[src/hw/bwsr_defs.vh]
// Purpose: constants for the bus and wake status register slice
// Assumes: 10 MHz clock, seven bit register addresses
// Notes:   offsets are register addresses on the serial command port
`ifndef BWSR_DEFS_VH
`define BWSR_DEFS_VH

// register addresses
`define BWSR_ADDR_DEV_INFO    7'h43
`define BWSR_ADDR_BUS_COMM    7'h44
`define BWSR_ADDR_WAKE_A      7'h46
`define BWSR_ADDR_WAKE_B      7'h47
`define BWSR_ADDR_LEVEL       7'h48

// reset values
`define BWSR_RST_BYTE         8'h00

// device info fields
`define BWSR_PRS_HI           7
`define BWSR_PRS_LO           6
`define BWSR_WDF_HI           3
`define BWSR_WDF_LO           2
`define BWSR_BAD_CMD_BIT      1
`define BWSR_FAILURE_BIT      0
`define BWSR_PRS_CLEARED      2'h0
`define BWSR_PRS_FAILURE      2'h1
`define BWSR_PRS_SLEEP        2'h2
`define BWSR_WDF_MAX          2'h2

// bus comm fields
`define BWSR_SIL_TO_BIT       4
`define BWSR_SW_ERR_BIT       3
`define BWSR_FAULT_HI         2
`define BWSR_FAULT_LO         1
`define BWSR_SUP_LOW_BIT      0
`define BWSR_FLT_NONE         2'h0
`define BWSR_FLT_THERMAL      2'h1
`define BWSR_FLT_TX_DOM       2'h2
`define BWSR_FLT_BUS_DOM      2'h3

// wake fields
`define BWSR_BUS_WU_BIT       5
`define BWSR_TIMER_WAKE_FLAG_BIT     4
`define BWSR_WAKE_PIN_FLAG_BIT        0
`define BWSR_GP_WU_BIT        4

// level fields
`define BWSR_TEST_MODE_BIT    7
`define BWSR_PULLUP_BIT       6
`define BWSR_GP_LVL_BIT       4
`define BWSR_WAKE_PIN_LEVEL_BIT       0

// transceiver mode bits
`define BWSR_MODE_ACTIVE_BIT  1
`define BWSR_MODE_SWK_BIT     2

// device operating modes (one code per mode)
`define BWSR_SBC_INIT         3'h0
`define BWSR_SBC_NORMAL       3'h1
`define BWSR_SBC_STOP         3'h2
`define BWSR_SBC_RESTART      3'h3
`define BWSR_SBC_CYCLIC       3'h4
`define BWSR_SBC_OTHER        3'h5

// fail-safe wake sources
`define BWSR_SRC_BUS          2'h0
`define BWSR_SRC_TIMER        2'h1
`define BWSR_SRC_PIN          2'h2

// transmitter enable time
`define BWSR_TX_EN_TIME_NS    4000
`define BWSR_CLK_PERIOD_NS    100
`define BWSR_TX_EN_CYCLES     ((`BWSR_TX_EN_TIME_NS + `BWSR_CLK_PERIOD_NS - 1) / `BWSR_CLK_PERIOD_NS)

`endif

[src/hw/bwsr_status_regs.v]
// Purpose: bus, wake and level status registers of the basis chip
// Assumes: command decoder on the same clock presents access strobes
// Notes:   pin levels pass a two flop synchroniser before use
//
// Summary of operation
// - pre-restart state records sleep exit or failure exit from restart.
// - sleep attempt with wake flags still set records sleep as pre-state.
// - watchdog fail bits count and are self-cleared by the device.
// - bad command flag clears only by an explicit clear command.
// - configs 2/4 freeze watchdog count after failure until good trigger.
// - fault code bits 2:1: none, thermal, tx dominant, bus dominant.
// - bus supply undervoltage sets bit 0 and disables the transmitter.
// - tx dominant recovers on tx high, wake-capable or off mode.
// - bus dominant recovers on recessive bus, wake-capable or off mode.
// - supply undervoltage recovers when supply rises above threshold.
// - after any fault, tx must stay high for enable time first.
// - undervoltage comparator active only while mode bit 1 is one.
// - silence timeout sets on silent flag with selective wake; sticky.
// - silence timeout raises interrupt in stop/normal when mask is one.
// - selective wake error on config error or overflow; swk only.
// - silence timeout clear blocked until next interrupt falling edge.
// - wake from fail-safe also sets the responsible source flag.
// - general purpose pin wake sets gp wake flag bit 4.
// - level bit 7 shows test pin mode: user or development.
// - level bit 6 shows interrupt pull-up detected (configs 1/3).
// - level bit 4 shows gp pin level, bit 0 wake pin level.
// - level register updates in active modes and after each sample.
`timescale 1ns/1ps
`include "bwsr_defs.vh"
`default_nettype none

module bwsr_status_regs (
   // clock and reset
   input  wire       clk_in,
   input  wire       rst_in,
   input  wire       soft_reset_in,
   // register access from the command decoder
   input  wire       access_in,
   input  wire       clear_in,
   input  wire [6:0] addr_in,
   output wire [7:0] rd_data_out,
   output wire       bad_cmd_flag_out,
   // device state events
   input  wire       restart_exit_in,
   input  wire       exit_from_sleep_in,
   input  wire       failure_event_in,
   input  wire       sleep_attempt_wake_set_in,
   input  wire       fail_output_on_in,
   input  wire       bad_cmd_in,
   input  wire       watchdog_fail_count_in,
   input  wire       wd_trigger_ok_in,
   input  wire [2:0] sbc_mode_in,
   // transceiver
   input  wire [2:0] trx_mode_in,
   input  wire       tsd_event_in,
   input  wire       tx_dom_timeout_in,
   input  wire       bus_dom_timeout_in,
   input  wire       bus_recessive_in,
   input  wire       supply_below_in,
   input  wire       bus_silent_flag_in,
   input  wire       silence_timeout_mask_in,
   input  wire       swk_cfg_error_in,
   input  wire       frame_err_overflow_in,
   input  wire       irq_fall_in,
   output wire       tx_disable_out,
   output wire       sup_cmp_enable_out,
   output wire       silence_irq_req_out,
   // wake sources
   input  wire       bus_wake_in,
   input  wire       timer_wake_in,
   input  wire       wake_pin_wake_in,
   input  wire       gp_pin_wake_in,
   input  wire       failsafe_wake_in,
   input  wire [1:0] failsafe_src_in,
   // levels
   input  wire       txd_pin_in,
   input  wire       wake_pin_in,
   input  wire       gp_pin_in,
   input  wire       test_pin_in,
   input  wire       irq_pullup_config_in,
   input  wire       gp_level_enable_in,
   input  wire       sample_strobe_in
);

   localparam [31:0] TX_EN_FULL = `BWSR_TX_EN_CYCLES;
   localparam [6:0] TX_EN_CNT = TX_EN_FULL[6:0];
   localparam [2:0] TX_ON     = 3'b001;
   localparam [2:0] TX_FAULT  = 3'b010;
   localparam [2:0] TX_WAIT   = 3'b100;

   function clr_hit;
      input       clr;
      input [6:0] a;
      input [6:0] target;
      begin
         clr_hit = clr & (a == target);
      end
   endfunction

   // pin synchronisers
   reg  [3:0] pin_s1_q;
   reg  [3:0] pin_s2_q;
   wire       txd_high = pin_s2_q[0];

   always @(posedge clk_in) begin
      if (rst_in) begin
         pin_s1_q <= 4'h0;
         pin_s2_q <= 4'h0;
      end else begin
         pin_s1_q <= {test_pin_in, gp_pin_in, wake_pin_in, txd_pin_in};
         pin_s2_q <= pin_s1_q;
      end
   end

   // register state
   reg  [1:0] prs_q;
   reg  [1:0] wdf_q;
   reg        wd_frozen_q;
   reg        bad_cmd_q;
   reg        failure_q;
   reg  [1:0] fault_q;
   reg        sup_low_q;
   reg        sw_err_q;
   reg        sil_to_q;
   reg        sil_block_q;
   reg        silent_prev_q;
   reg        bus_wu_q;
   reg        timer_wake_flag_q;
   reg        wake_pin_flag_q;
   reg        gp_wu_q;
   reg  [7:0] level_q;
   reg  [7:0] rd_data_q;
   reg        tx_dom_act_q;
   reg        bus_dom_act_q;
   reg        tsd_act_q;
   reg  [2:0] tx_state_q;
   reg  [6:0] tx_cnt_q;
   reg        sil_irq_q;

   wire clr_dev  = clr_hit(clear_in, addr_in, `BWSR_ADDR_DEV_INFO);
   wire clr_bus  = clr_hit(clear_in, addr_in, `BWSR_ADDR_BUS_COMM);
   wire clr_wk_a = clr_hit(clear_in, addr_in, `BWSR_ADDR_WAKE_A);
   wire clr_wk_b = clr_hit(clear_in, addr_in, `BWSR_ADDR_WAKE_B);

   wire trx_active = trx_mode_in[`BWSR_MODE_ACTIVE_BIT];
   wire swk_on     = trx_mode_in[`BWSR_MODE_SWK_BIT];
   wire sup_cmp_on = trx_active;
   wire sup_fault  = sup_cmp_on & supply_below_in;
   wire sil_rise   = bus_silent_flag_in & ~silent_prev_q;
   wire sil_set    = swk_on & sil_rise;
   wire irq_mode   = (sbc_mode_in == `BWSR_SBC_NORMAL) |
                     (sbc_mode_in == `BWSR_SBC_STOP);
   wire lvl_mode   = irq_mode | (sbc_mode_in == `BWSR_SBC_INIT) |
                     (sbc_mode_in == `BWSR_SBC_RESTART);
   wire lvl_upd    = lvl_mode | sample_strobe_in;
   wire fs_bus     = failsafe_wake_in &
                     (failsafe_src_in == `BWSR_SRC_BUS);
   wire fs_timer   = failsafe_wake_in &
                     (failsafe_src_in == `BWSR_SRC_TIMER);
   wire fs_pin     = failsafe_wake_in &
                     (failsafe_src_in == `BWSR_SRC_PIN);
   wire any_fault  = tsd_act_q | tx_dom_act_q | bus_dom_act_q | sup_fault;

   // device info: pre-restart state, watchdog count, command flags
   always @(posedge clk_in) begin
      if (rst_in | soft_reset_in) begin
         prs_q       <= `BWSR_PRS_CLEARED;
         wdf_q       <= 2'h0;
         wd_frozen_q <= 1'b0;
         bad_cmd_q   <= 1'b0;
         failure_q   <= 1'b0;
      end else begin
         if (sleep_attempt_wake_set_in)
            prs_q <= `BWSR_PRS_SLEEP;
         else if (failure_event_in)
            prs_q <= `BWSR_PRS_FAILURE;
         else if (restart_exit_in)
            prs_q <= exit_from_sleep_in ? `BWSR_PRS_SLEEP :
                                          `BWSR_PRS_FAILURE;
         else if (clr_dev)
            prs_q <= `BWSR_PRS_CLEARED;
         if (wd_trigger_ok_in) begin
            wdf_q       <= 2'h0;
            wd_frozen_q <= 1'b0;
         end else if (watchdog_fail_count_in & ~wd_frozen_q) begin
            if (wdf_q != `BWSR_WDF_MAX)
               wdf_q <= wdf_q + 2'h1;
            wd_frozen_q <= ~irq_pullup_config_in;
         end
         if (bad_cmd_in)
            bad_cmd_q <= 1'b1;
         else if (clr_dev)
            bad_cmd_q <= 1'b0;
         if (fail_output_on_in)
            failure_q <= 1'b1;
         else if (clr_dev)
            failure_q <= 1'b0;
      end
   end

   // bus comm status flags
   always @(posedge clk_in) begin
      if (rst_in | soft_reset_in) begin
         fault_q       <= `BWSR_FLT_NONE;
         sup_low_q     <= 1'b0;
         sw_err_q      <= 1'b0;
         sil_to_q      <= 1'b0;
         sil_block_q   <= 1'b0;
         silent_prev_q <= 1'b0;
         sil_irq_q     <= 1'b0;
      end else begin
         silent_prev_q <= bus_silent_flag_in;
         if (bus_dom_timeout_in)
            fault_q <= `BWSR_FLT_BUS_DOM;
         else if (tx_dom_timeout_in)
            fault_q <= `BWSR_FLT_TX_DOM;
         else if (tsd_event_in)
            fault_q <= `BWSR_FLT_THERMAL;
         else if (clr_bus)
            fault_q <= `BWSR_FLT_NONE;
         if (sup_fault)
            sup_low_q <= 1'b1;
         else if (clr_bus)
            sup_low_q <= 1'b0;
         if (swk_on & (swk_cfg_error_in | frame_err_overflow_in))
            sw_err_q <= 1'b1;
         else if (clr_bus)
            sw_err_q <= 1'b0;
         if (sil_set) begin
            sil_to_q    <= 1'b1;
            sil_block_q <= 1'b1;
         end else begin
            if (irq_fall_in)
               sil_block_q <= 1'b0;
            if (clr_bus & ~sil_block_q)
               sil_to_q <= 1'b0;
         end
         sil_irq_q <= sil_set & irq_mode & silence_timeout_mask_in;
      end
   end

   // transceiver fault tracking and transmitter release
   always @(posedge clk_in) begin
      if (rst_in | soft_reset_in) begin
         tx_dom_act_q  <= 1'b0;
         bus_dom_act_q <= 1'b0;
         tsd_act_q     <= 1'b0;
         tx_state_q    <= TX_ON;
         tx_cnt_q      <= 7'h00;
      end else begin
         if (tx_dom_timeout_in)
            tx_dom_act_q <= 1'b1;
         else if (txd_high | ~trx_active)
            tx_dom_act_q <= 1'b0;
         if (bus_dom_timeout_in)
            bus_dom_act_q <= 1'b1;
         else if (bus_recessive_in | ~trx_active)
            bus_dom_act_q <= 1'b0;
         if (tsd_event_in)
            tsd_act_q <= 1'b1;
         else
            tsd_act_q <= 1'b0;
         case (tx_state_q)
            TX_ON: begin
               if (any_fault | tsd_event_in | tx_dom_timeout_in |
                   bus_dom_timeout_in)
                  tx_state_q <= TX_FAULT;
            end
            TX_FAULT: begin
               tx_cnt_q <= 7'h00;
               if (~any_fault)
                  tx_state_q <= TX_WAIT;
            end
            TX_WAIT: begin
               if (any_fault) begin
                  tx_state_q <= TX_FAULT;
               end else if (~txd_high) begin
                  tx_cnt_q <= 7'h00;
               end else if (tx_cnt_q == TX_EN_CNT - 7'h01) begin
                  tx_state_q <= TX_ON;
               end else begin
                  tx_cnt_q <= tx_cnt_q + 7'h01;
               end
            end
            default: begin
               tx_state_q <= TX_FAULT;
            end
         endcase
      end
   end

   // wake source flags
   always @(posedge clk_in) begin
      if (rst_in | soft_reset_in) begin
         bus_wu_q   <= 1'b0;
         timer_wake_flag_q <= 1'b0;
         wake_pin_flag_q    <= 1'b0;
         gp_wu_q    <= 1'b0;
      end else begin
         if (bus_wake_in | fs_bus)
            bus_wu_q <= 1'b1;
         else if (clr_wk_a)
            bus_wu_q <= 1'b0;
         if (timer_wake_in | fs_timer)
            timer_wake_flag_q <= 1'b1;
         else if (clr_wk_a)
            timer_wake_flag_q <= 1'b0;
         if (wake_pin_wake_in | fs_pin)
            wake_pin_flag_q <= 1'b1;
         else if (clr_wk_a)
            wake_pin_flag_q <= 1'b0;
         if (gp_pin_wake_in)
            gp_wu_q <= 1'b1;
         else if (clr_wk_b)
            gp_wu_q <= 1'b0;
      end
   end

   // level register
   always @(posedge clk_in) begin
      if (rst_in | soft_reset_in) begin
         level_q <= `BWSR_RST_BYTE;
      end else if (lvl_upd) begin
         level_q                       <= 8'h00;
         level_q[`BWSR_TEST_MODE_BIT]  <= pin_s2_q[3];
         level_q[`BWSR_PULLUP_BIT]     <= irq_pullup_config_in;
         level_q[`BWSR_GP_LVL_BIT]     <= gp_level_enable_in &
                                          pin_s2_q[2];
         level_q[`BWSR_WAKE_PIN_LEVEL_BIT]     <= pin_s2_q[1];
      end
   end

   // read data, reserved bits zero
   reg [7:0] rd_mux;

   always @* begin
      rd_mux = 8'h00;
      case (addr_in)
         `BWSR_ADDR_DEV_INFO: begin
            rd_mux[`BWSR_PRS_HI:`BWSR_PRS_LO] = prs_q;
            rd_mux[`BWSR_WDF_HI:`BWSR_WDF_LO] = wdf_q;
            rd_mux[`BWSR_BAD_CMD_BIT]         = bad_cmd_q;
            rd_mux[`BWSR_FAILURE_BIT]         = failure_q;
         end
         `BWSR_ADDR_BUS_COMM: begin
            rd_mux[`BWSR_SIL_TO_BIT]              = sil_to_q;
            rd_mux[`BWSR_SW_ERR_BIT]              = sw_err_q;
            rd_mux[`BWSR_FAULT_HI:`BWSR_FAULT_LO] = fault_q;
            rd_mux[`BWSR_SUP_LOW_BIT]             = sup_low_q;
         end
         `BWSR_ADDR_WAKE_A: begin
            rd_mux[`BWSR_BUS_WU_BIT]   = bus_wu_q;
            rd_mux[`BWSR_TIMER_WAKE_FLAG_BIT] = timer_wake_flag_q;
            rd_mux[`BWSR_WAKE_PIN_FLAG_BIT]    = wake_pin_flag_q;
         end
         `BWSR_ADDR_WAKE_B: begin
            rd_mux[`BWSR_GP_WU_BIT] = gp_wu_q;
         end
         `BWSR_ADDR_LEVEL: begin
            rd_mux = level_q;
         end
         default: begin
            rd_mux = 8'h00;
         end
      endcase
   end

   always @(posedge clk_in) begin
      if (rst_in)
         rd_data_q <= 8'h00;
      else if (access_in)
         rd_data_q <= rd_mux;
   end

   assign rd_data_out         = rd_data_q;
   assign bad_cmd_flag_out    = bad_cmd_q;
   assign tx_disable_out      = (tx_state_q != TX_ON);
   assign sup_cmp_enable_out  = sup_cmp_on;
   assign silence_irq_req_out = sil_irq_q;

endmodule // bwsr_status_regs

`default_nettype wire
[config.mk]
export PLATFORM = sky130hd
export DESIGN_NAME = bwsr_status_regs
export DESIGN_NICKNAME = d
export VERILOG_FILES = /design/src/hw/bwsr_status_regs.v
export VERILOG_INCLUDE_DIRS = /design/src /design/src/hw
export SDC_FILE = /design/constraint.sdc
export NUM_CORES = 1
export LEC_CHECK = 0
export BUFFER_PORTS_ARGS = -buffer_cell sky130_fd_sc_hd__buf_4
export CELL_PAD_IN_SITES_DETAIL_PLACEMENT = 0
export CELL_PAD_IN_SITES_GLOBAL_PLACEMENT = 1
export CORE_ASPECT_RATIO = 0.7
export CORE_UTILIZATION = 34
export CTS_CLUSTER_SIZE = 20
export DETAILED_ROUTE_END_ITERATION = 10
export HOLD_SLACK_MARGIN = 0.15
export PLACE_DENSITY = 0.72
export SLEW_MARGIN = 20
export SYNTH_ARGS = -nofsm -noshare
export SYNTH_HDL_FRONTEND = slang
export SYNTH_SLANG_ARGS = --single-unit
[constraint.sdc]
create_clock -name clk_in -period 1.5 [get_ports clk_in]
set_input_delay 0.15 -clock clk_in [delete_from_list [all_inputs] [get_ports clk_in]]
set_output_delay 0.15 -clock clk_in [all_outputs]
set_load 0.01 [all_outputs]
After elaboration in Yosys (flattened, before gate mapping)

Cells that the tools add are included.
Widths: inputs -> output; s select.

Bitwise gates (word level): 38
Add/subtract/negate cells: 2
Mux-type cells: 45
Equal/unequal tests: 22
Reductions and logical operators: 23

Operators with widths:

| operator            | number |
|---|---|
| $eq 7x7->1 const B  | 5 |
| $reduce_bool 2->1   | 13 |
| $mux 1              | 22 |
| $mux 7              | 3 |
| $mux 2              | 9 |
| $or 1x1->1          | 17 |
| $and 1x1->1         | 16 |
| $mux 3              | 5 |
| $pmux 7 s2          | 1 |
| $eq 3x2->1 const B  | 3 |
| $ne 3x3->1 const B  | 3 |
| $pmux 3 s3          | 1 |
| $ne 2x2->1 const B  | 4 |
| $pmux 1 s4          | 2 |
| $reduce_bool 4->1   | 2 |
| $add 7x1->7 const B | 1 |
| $eq 7x6->1 const B  | 1 |
| $eq 3x1->1 const B  | 2 |
| $pmux 3 s2          | 1 |
| $not 1->1           | 5 |
| $pmux 2 s2          | 1 |
| $reduce_and 4->1    | 1 |
| $reduce_or 2->1     | 2 |
| $eq 3x3->1 const B  | 1 |
| 9 further kinds     | 9 |

Bits in registers: 52

Logic depth before layout (Yosys ltp)

Word-level depth: 8
Gate-level depth with buffers: 5

Least setup slack after synthesis

No wires, ideal clock.

Kind: flip-flop to flip-flop
Start point: reg tx_state_q[0]
End point: reg tx_state_q[2]
Clock period less this slack: 1590 ps
Library setup time: 115 ps
Cell stages (with the launch flop): 5
Path slack: -90 ps
Path buffers: 0
Arrival: 1475 ps
Cell sequence: dfxtp_1 or3b_2 nor4_1 a21oi_1 and3_1

Longest elaborated chain between the ends: 3

RTL lines:

| element                                                   | RTL line               | text |
|---|---|---|
| start: declaration                                        | bwsr_status_regs.v:136 | `reg [2:0] tx_state_q;` |
| start signal: assignment                                  | bwsr_status_regs.v:248 | `tx_state_q <= TX_ON;` |
| start signal: assignment                                  | bwsr_status_regs.v:267 | `tx_state_q <= TX_FAULT;` |
| start signal: assignment                                  | bwsr_status_regs.v:272 | `tx_state_q <= TX_WAIT;` |
| $eq 3x3->1, or another cell as far along                  | bwsr_status_regs.v:263 | `case (tx_state_q)` |
| $ne 3x3->1 (no source line) or $ne 2x2->1 (tied branches) | --                     |  |
| $reduce_and 4->1 (no source line)                         | --                     |  |

Parallel ways exist; a longest one is shown, timed or not.
A chain may end at the register's enable or synchronous reset.

Worst setup path after layout

Start point: reg tx_cnt_q[4]
End point: reg tx_cnt_q[5]

Longest elaborated chain between the ends: 5

RTL lines:

| element                  | RTL line               | text |
|---|---|---|
| start: declaration       | bwsr_status_regs.v:137 | `reg [6:0] tx_cnt_q;` |
| start signal: assignment | bwsr_status_regs.v:282 | `tx_cnt_q <= tx_cnt_q + 7'h01;` |
| $add 7x1->7              | bwsr_status_regs.v:282 |  |
| $mux 7                   | bwsr_status_regs.v:279 | `end else if (tx_cnt_q == TX_EN_CNT - 7'h01) begin` |
| $mux 7                   | bwsr_status_regs.v:277 | `end else if (~txd_high) begin` |
| $mux 7                   | bwsr_status_regs.v:275 | `if (any_fault) begin` |
| $pmux 7 s2               | bwsr_status_regs.v:263 |  |

Parallel ways exist; a longest one is shown, timed or not. The select of a mux whose other input is x is not followed.

==> report_table.html <==
<table>
<tr><th>Metric</th><th>Value</th></tr>
<tr><th colspan="2">Outcome</th></tr>
<tr><td>Run status</td><td>complete, but fails checks</td></tr>
<tr><td>Violated checks</td><td>negative setup slack</td></tr>
<tr><th colspan="2">Cells and area</th></tr>
<tr><td>Number of standard cells in the final layout excluding fillers</td><td>434</td></tr>
<tr><td>Final instance area</td><td>0.00339 sq mm</td></tr>
<tr><td>Fin nets</td><td>407</td></tr>
<tr><td>Share of post-route cells with drive strength above 1</td><td>0.312</td></tr>
<tr><td>Area growth syn-to-layout</td><td>52.3%</td></tr>
<tr><td>Count of inserted antenna diode cells</td><td>0</td></tr>
<tr><td>Core utilization of the finished layout</td><td>0.540</td></tr>
<tr><td>Count of fill cells added during filler insertion</td><td>572</td></tr>
<tr><th colspan="2">Timing</th></tr>
<tr><td>Final worst slack</td><td>-0.0768 ns</td></tr>
<tr><td>Hold Worst Slack</td><td>0.156 ns</td></tr>
<tr><td>Transition time at the pin with the least slew margin</td><td>0.452 ns</td></tr>
<tr><td>Max Fclk</td><td>634 MHz</td></tr>
<tr><td>Number of setup violations in the final report</td><td>8</td></tr>
<tr><td>Final total negative setup slack</td><td>-0.393 ns</td></tr>
<tr><td>Fin crit period</td><td>1.58 ns</td></tr>
<tr><td>Setup repair after global routing missed its margin</td><td>true</td></tr>
<tr><td>Period utilization</td><td>1.05</td></tr>
<tr><td>Fin. Hold Viols</td><td>0</td></tr>
<tr><td>Relative slew margins</td><td>0.695</td></tr>
<tr><td>Final clock skew</td><td>0.00809 ns</td></tr>
<tr><td>Max-slew violations</td><td>0</td></tr>
<tr><th colspan="2">Pwr</th></tr>
<tr><td>Switch share</td><td>0.242</td></tr>
<tr><td>Share of power burned in the clock network</td><td>0.305</td></tr>
<tr><td>Total power</td><td>2.71 mW</td></tr>
<tr><td>Worst vdd rail ir drop</td><td>466 uV</td></tr>
<tr><td>Portion of total power attributed to combinational logic</td><td>0.157</td></tr>
<tr><td>Total leakage power</td><td>1.35 nW</td></tr>
<tr><td>Part of the power in registers</td><td>0.538</td></tr>
<tr><td>Power per Cell Area</td><td>799 mW/mm^2</td></tr>
<tr><td>Reported net switching power</td><td>0.655 mW</td></tr>
<tr><td>Internal Power</td><td>2.05 mW</td></tr>
<tr><th colspan="2">CTS</th></tr>
<tr><td>Clock tree from TritonCTS</td><td>done</td></tr>
<tr><td>Clock sink total</td><td>52</td></tr>
<tr><td>Clock root buffer master</td><td>sky130_fd_sc_hd__clkbuf_8</td></tr>
<tr><td>Clock latency on the worst-skew pair</td><td>0.30 ns</td></tr>
<tr><td>Total clock buffers created by CTS</td><td>5</td></tr>
<tr><td>H-tree level count</td><td>2</td></tr>
<tr><td>Longest Clk Path Bufs</td><td>2</td></tr>
<tr><td>Setup bufs post-CTS</td><td>0</td></tr>
<tr><td>Clock-pin slew on the worst setup and hold paths</td><td>0.09 ns</td></tr>
<tr><th colspan="2">Floorplan</th></tr>
<tr><td>Die area</td><td>0.00687 sq mm</td></tr>
<tr><td># rows</td><td>24</td></tr>
<tr><td>Initial cell density of the core</td><td>0.354</td></tr>
<tr><td>Top-level port count</td><td>62</td></tr>
<tr><td>Die height</td><td>69.7 um</td></tr>
<tr><td>Chip Width</td><td>98.7 um</td></tr>
<tr><td>Area of the core</td><td>0.00628 sq mm</td></tr>
<tr><th colspan="2">Global routing</th></tr>
<tr><td>Total grt overflow</td><td>0</td></tr>
<tr><td>Combined global-route utilization of all metal layers</td><td>0.178</td></tr>
<tr><td>Global-route wire length before repair</td><td>9450 um</td></tr>
<tr><td>Via count of the first global-routing pass</td><td>1960</td></tr>
<tr><td>Maximum number of pins on one net before global-route repair</td><td>18</td></tr>
<tr><td>Initial antenna violation count</td><td>0</td></tr>
<tr><th colspan="2">Placement</th></tr>
<tr><td>Routability cong.</td><td>0.863</td></tr>
<tr><td>Final HPWL from detailed placement</td><td>4280 um</td></tr>
<tr><td>Post-DP Area</td><td>0.00296 sq mm</td></tr>
<tr><td>Setup WS pre-CTS</td><td>-0.131 ns</td></tr>
<tr><td>Count of input and output buffers</td><td>60</td></tr>
<tr><td>Post-placement cell count</td><td>396</td></tr>
<tr><th colspan="2">Routing</th></tr>
<tr><td>Total wirelength of the detailed-routed design</td><td>5920 um</td></tr>
<tr><td>Total DRC errors in the routed layout</td><td>0</td></tr>
<tr><td>Total vias in the final route</td><td>2199</td></tr>
<tr><td>Residual antenna-violating net count after detailed routing</td><td>0</td></tr>
<tr><td>Mean number of vias per cell</td><td>5.07</td></tr>
<tr><td>Average wire per standard cell</td><td>13.6 um</td></tr>
<tr><td>DRT Pass-1 Iters</td><td>4</td></tr>
<tr><td>Iteration-0 DRC count of the detailed router</td><td>107</td></tr>
<tr><th colspan="2">Logic synthesis</th></tr>
<tr><td>Count of different cell masters after synthesis</td><td>46</td></tr>
<tr><td>Synth top area share</td><td>0.468</td></tr>
<tr><td>Count of synthesis-stage warnings from yosys</td><td>0</td></tr>
<tr><td>Share of flip-flops with an asynchronous set or reset after synthesis</td><td>0</td></tr>
<tr><td>Avg Cell Area, Syn</td><td>9.34 sq um</td></tr>
<tr><td>Most common cell in the netlist</td><td>sky130_fd_sc_hd__dfxtp_1</td></tr>
<tr><td>Top cell type by total area after synthesis</td><td>sky130_fd_sc_hd__dfxtp_1</td></tr>
<tr><td>Commonest cells in the synthesized netlist</td><td>sky130_fd_sc_hd__dfxtp_1 (52), sky130_fd_sc_hd__nor2_1 (22), sky130_fd_sc_hd__a21oi_1 (16)</td></tr>
<tr><td>Net count after synthesis</td><td>290</td></tr>
<tr><td>Number of enable-type register cells in the synthesized netlist</td><td>0</td></tr>
<tr><td>Synthesized instance count</td><td>238</td></tr>
<tr><td>Top flip-flop cell by instance count after synthesis</td><td>sky130_fd_sc_hd__dfxtp_1</td></tr>
<tr><td>Total of flip-flops plus latches after synthesis</td><td>52</td></tr>
<tr><td>Sequential cell area fraction in the yosys report</td><td>0.468</td></tr>
<tr><td>Synth area leaders</td><td>sky130_fd_sc_hd__dfxtp_1 (47%), sky130_fd_sc_hd__nor2_1 (3.7%), sky130_fd_sc_hd__a21oi_1 (3.6%)</td></tr>
<tr><td>Synthesized cell area</td><td>0.00222 sq mm</td></tr>
<tr><th colspan="2">Worst setup path</th></tr>
<tr><td>Critical Path RT</td><td>1.67 ns</td></tr>
<tr><td>Category of the critical setup timing path</td><td>reg -&gt; reg</td></tr>
<tr><td>Crit-path cells</td><td>or4b_4 -&gt; o211a_1 -&gt; a41oi_2 -&gt; a311oi_2</td></tr>
<tr><td>Maximum net fanout on the critical path</td><td>4</td></tr>
<tr><td>Crit-path leading delay family</td><td>simple AND/OR/NAND/NOR gates</td></tr>
<tr><td>Arrival time of the worst setup path</td><td>1.74 ns</td></tr>
<tr><td>Type of origin of the critical path</td><td>flip-flop</td></tr>
<tr><td>Worst stage delay on the critical path</td><td>0.56 ns</td></tr>
<tr><td>Buffer and inverter count on the worst path</td><td>0</td></tr>
<tr><td>Highest-delay cell along the critical path</td><td>sky130_fd_sc_hd__or4b_4</td></tr>
<tr><td>Critical Path Sink Type</td><td>flip-flop</td></tr>
<tr><th colspan="2">Job</th></tr>
<tr><td>Number of max-capacitance violations reported</td><td>0</td></tr>
<tr><th colspan="2">Worst hold path</th></tr>
<tr><td>Class of the most critical hold timing path</td><td>in -&gt; reg</td></tr>
</table>
-- layout make-up --
class                      instances  area (sq um)  share of cell area
inverter                          10          37.5              0.0111
multi-input combinational        169          1160               0.341
clock inverter                     2          15.0             0.00443
sequential                        52          1040               0.308
tap                               78          97.6              0.0288
timing repair buffer             117           953               0.281
clock buffer                       6          82.6              0.0244
-- worst register-to-register path: cells and delay by family, from the launching register on --
family	cells	cell delay [ns]
AO/OA/AOI/OAI	3	0.56
flip-flops	1	0.33
AND/OR/NAND/NOR	1	0.56
-- what timing repair did --
item                                    CTS  global route
pin swaps                                 7             1
gates resized for setup                   5             3
hold buffers                             30             0
endpoints found under the setup margin   10            10
endpoints found under the hold margin    28             0
-- flip-flops by register name, indices dropped and copies added (netlist names), 2 cells and up --
| register | flops |
|---|---|
| tx_cnt_q | 7 |
| pin_s1_q | 4 |
| pin_s2_q | 4 |
| prs_q | 2 |
| fault_q | 2 |
| tx_state_q | 3 |
| level_q | 4 |
| rd_data_out | 8 |
| wdf_q | 2 |
-- cells in the final DEF (no fill, tap or decap), drive strengths merged, types with 8 or more instances in the layout --
| cell | n |
|---|---|
| a211oi | 8 |
| a21oi | 17 |
| a22oi | 8 |
| buf | 87 |
| dfxtp | 52 |
| dlygate4sd3 | 30 |
| inv | 10 |
| nand2 | 13 |
| nor2 | 22 |
| nor2b | 12 |
| nor3 | 9 |
| o21ai | 8 |
-- path summary, 6_finish.rpt --
| kind | cells after the start | to | from | slack, ns |
|---|---|---|---|---|
| setup / recovery | 4 | tx_cnt_q[5] | tx_cnt_q[4] | -0.08 |
| hold / removal | 3 | wake_pin_flag_q | failsafe_src_in[1] | 0.16 |
| setup reg to reg | 4 | tx_cnt_q[5] | tx_cnt_q[4] | -0.08 |
| hold reg to reg | 1 | pin_s2_q[2] | pin_s1_q[2] | 0.44 |
-- power groups by stage --
stage / registers, mW / logic, mW / clock network [mW]
4_1_cts: 1.46 / 0.420 / 0.864
2_1_floorplan: 1.49 / 0.142 / 0
5_1_grt: 1.46 / 0.464 / 0.921
3_5_place_dp: 1.49 / 0.356 / 0
6_report: 1.45 / 0.425 / 0.826
3_3_place_gp: 1.49 / 0.353 / 0
-- metal layers --
| layer | part of all wire | global-route usage | wire length [um] |
|---|---|---|---|
| met3 | 0.052 | 0.0373 | 305 |
| met2 | 0.42 | 0.260 | 2490 |
| met4 | 0.0086 | 0.0498 | 51 |
| met5 | 0 | 0 | 0 |
| met1 | 0.52 | 0.264 | 3080 |
-- kinds of logic (layout without fill, tap and decap cells) --
| family | Yosys count | in the layout | synth area share |
|---|---|---|---|
| AND/OR/NAND/NOR | 91 | 91 | 0.231 |
| AO/OA/AOI/OAI | 69 | 69 | 0.228 |
| flip-flops | 52 | 52 | 0.468 |
| buffers and inverters | 17 | 135 | 0.0304 |
| multiplexers | 5 | 5 | 0.0225 |
| adder cells (fa/ha/maj) | 2 | 2 | 0.0113 |
| XOR/XNOR | 2 | 2 | 0.00788 |
Note: power is estimated with default switching activity, not from simulation.
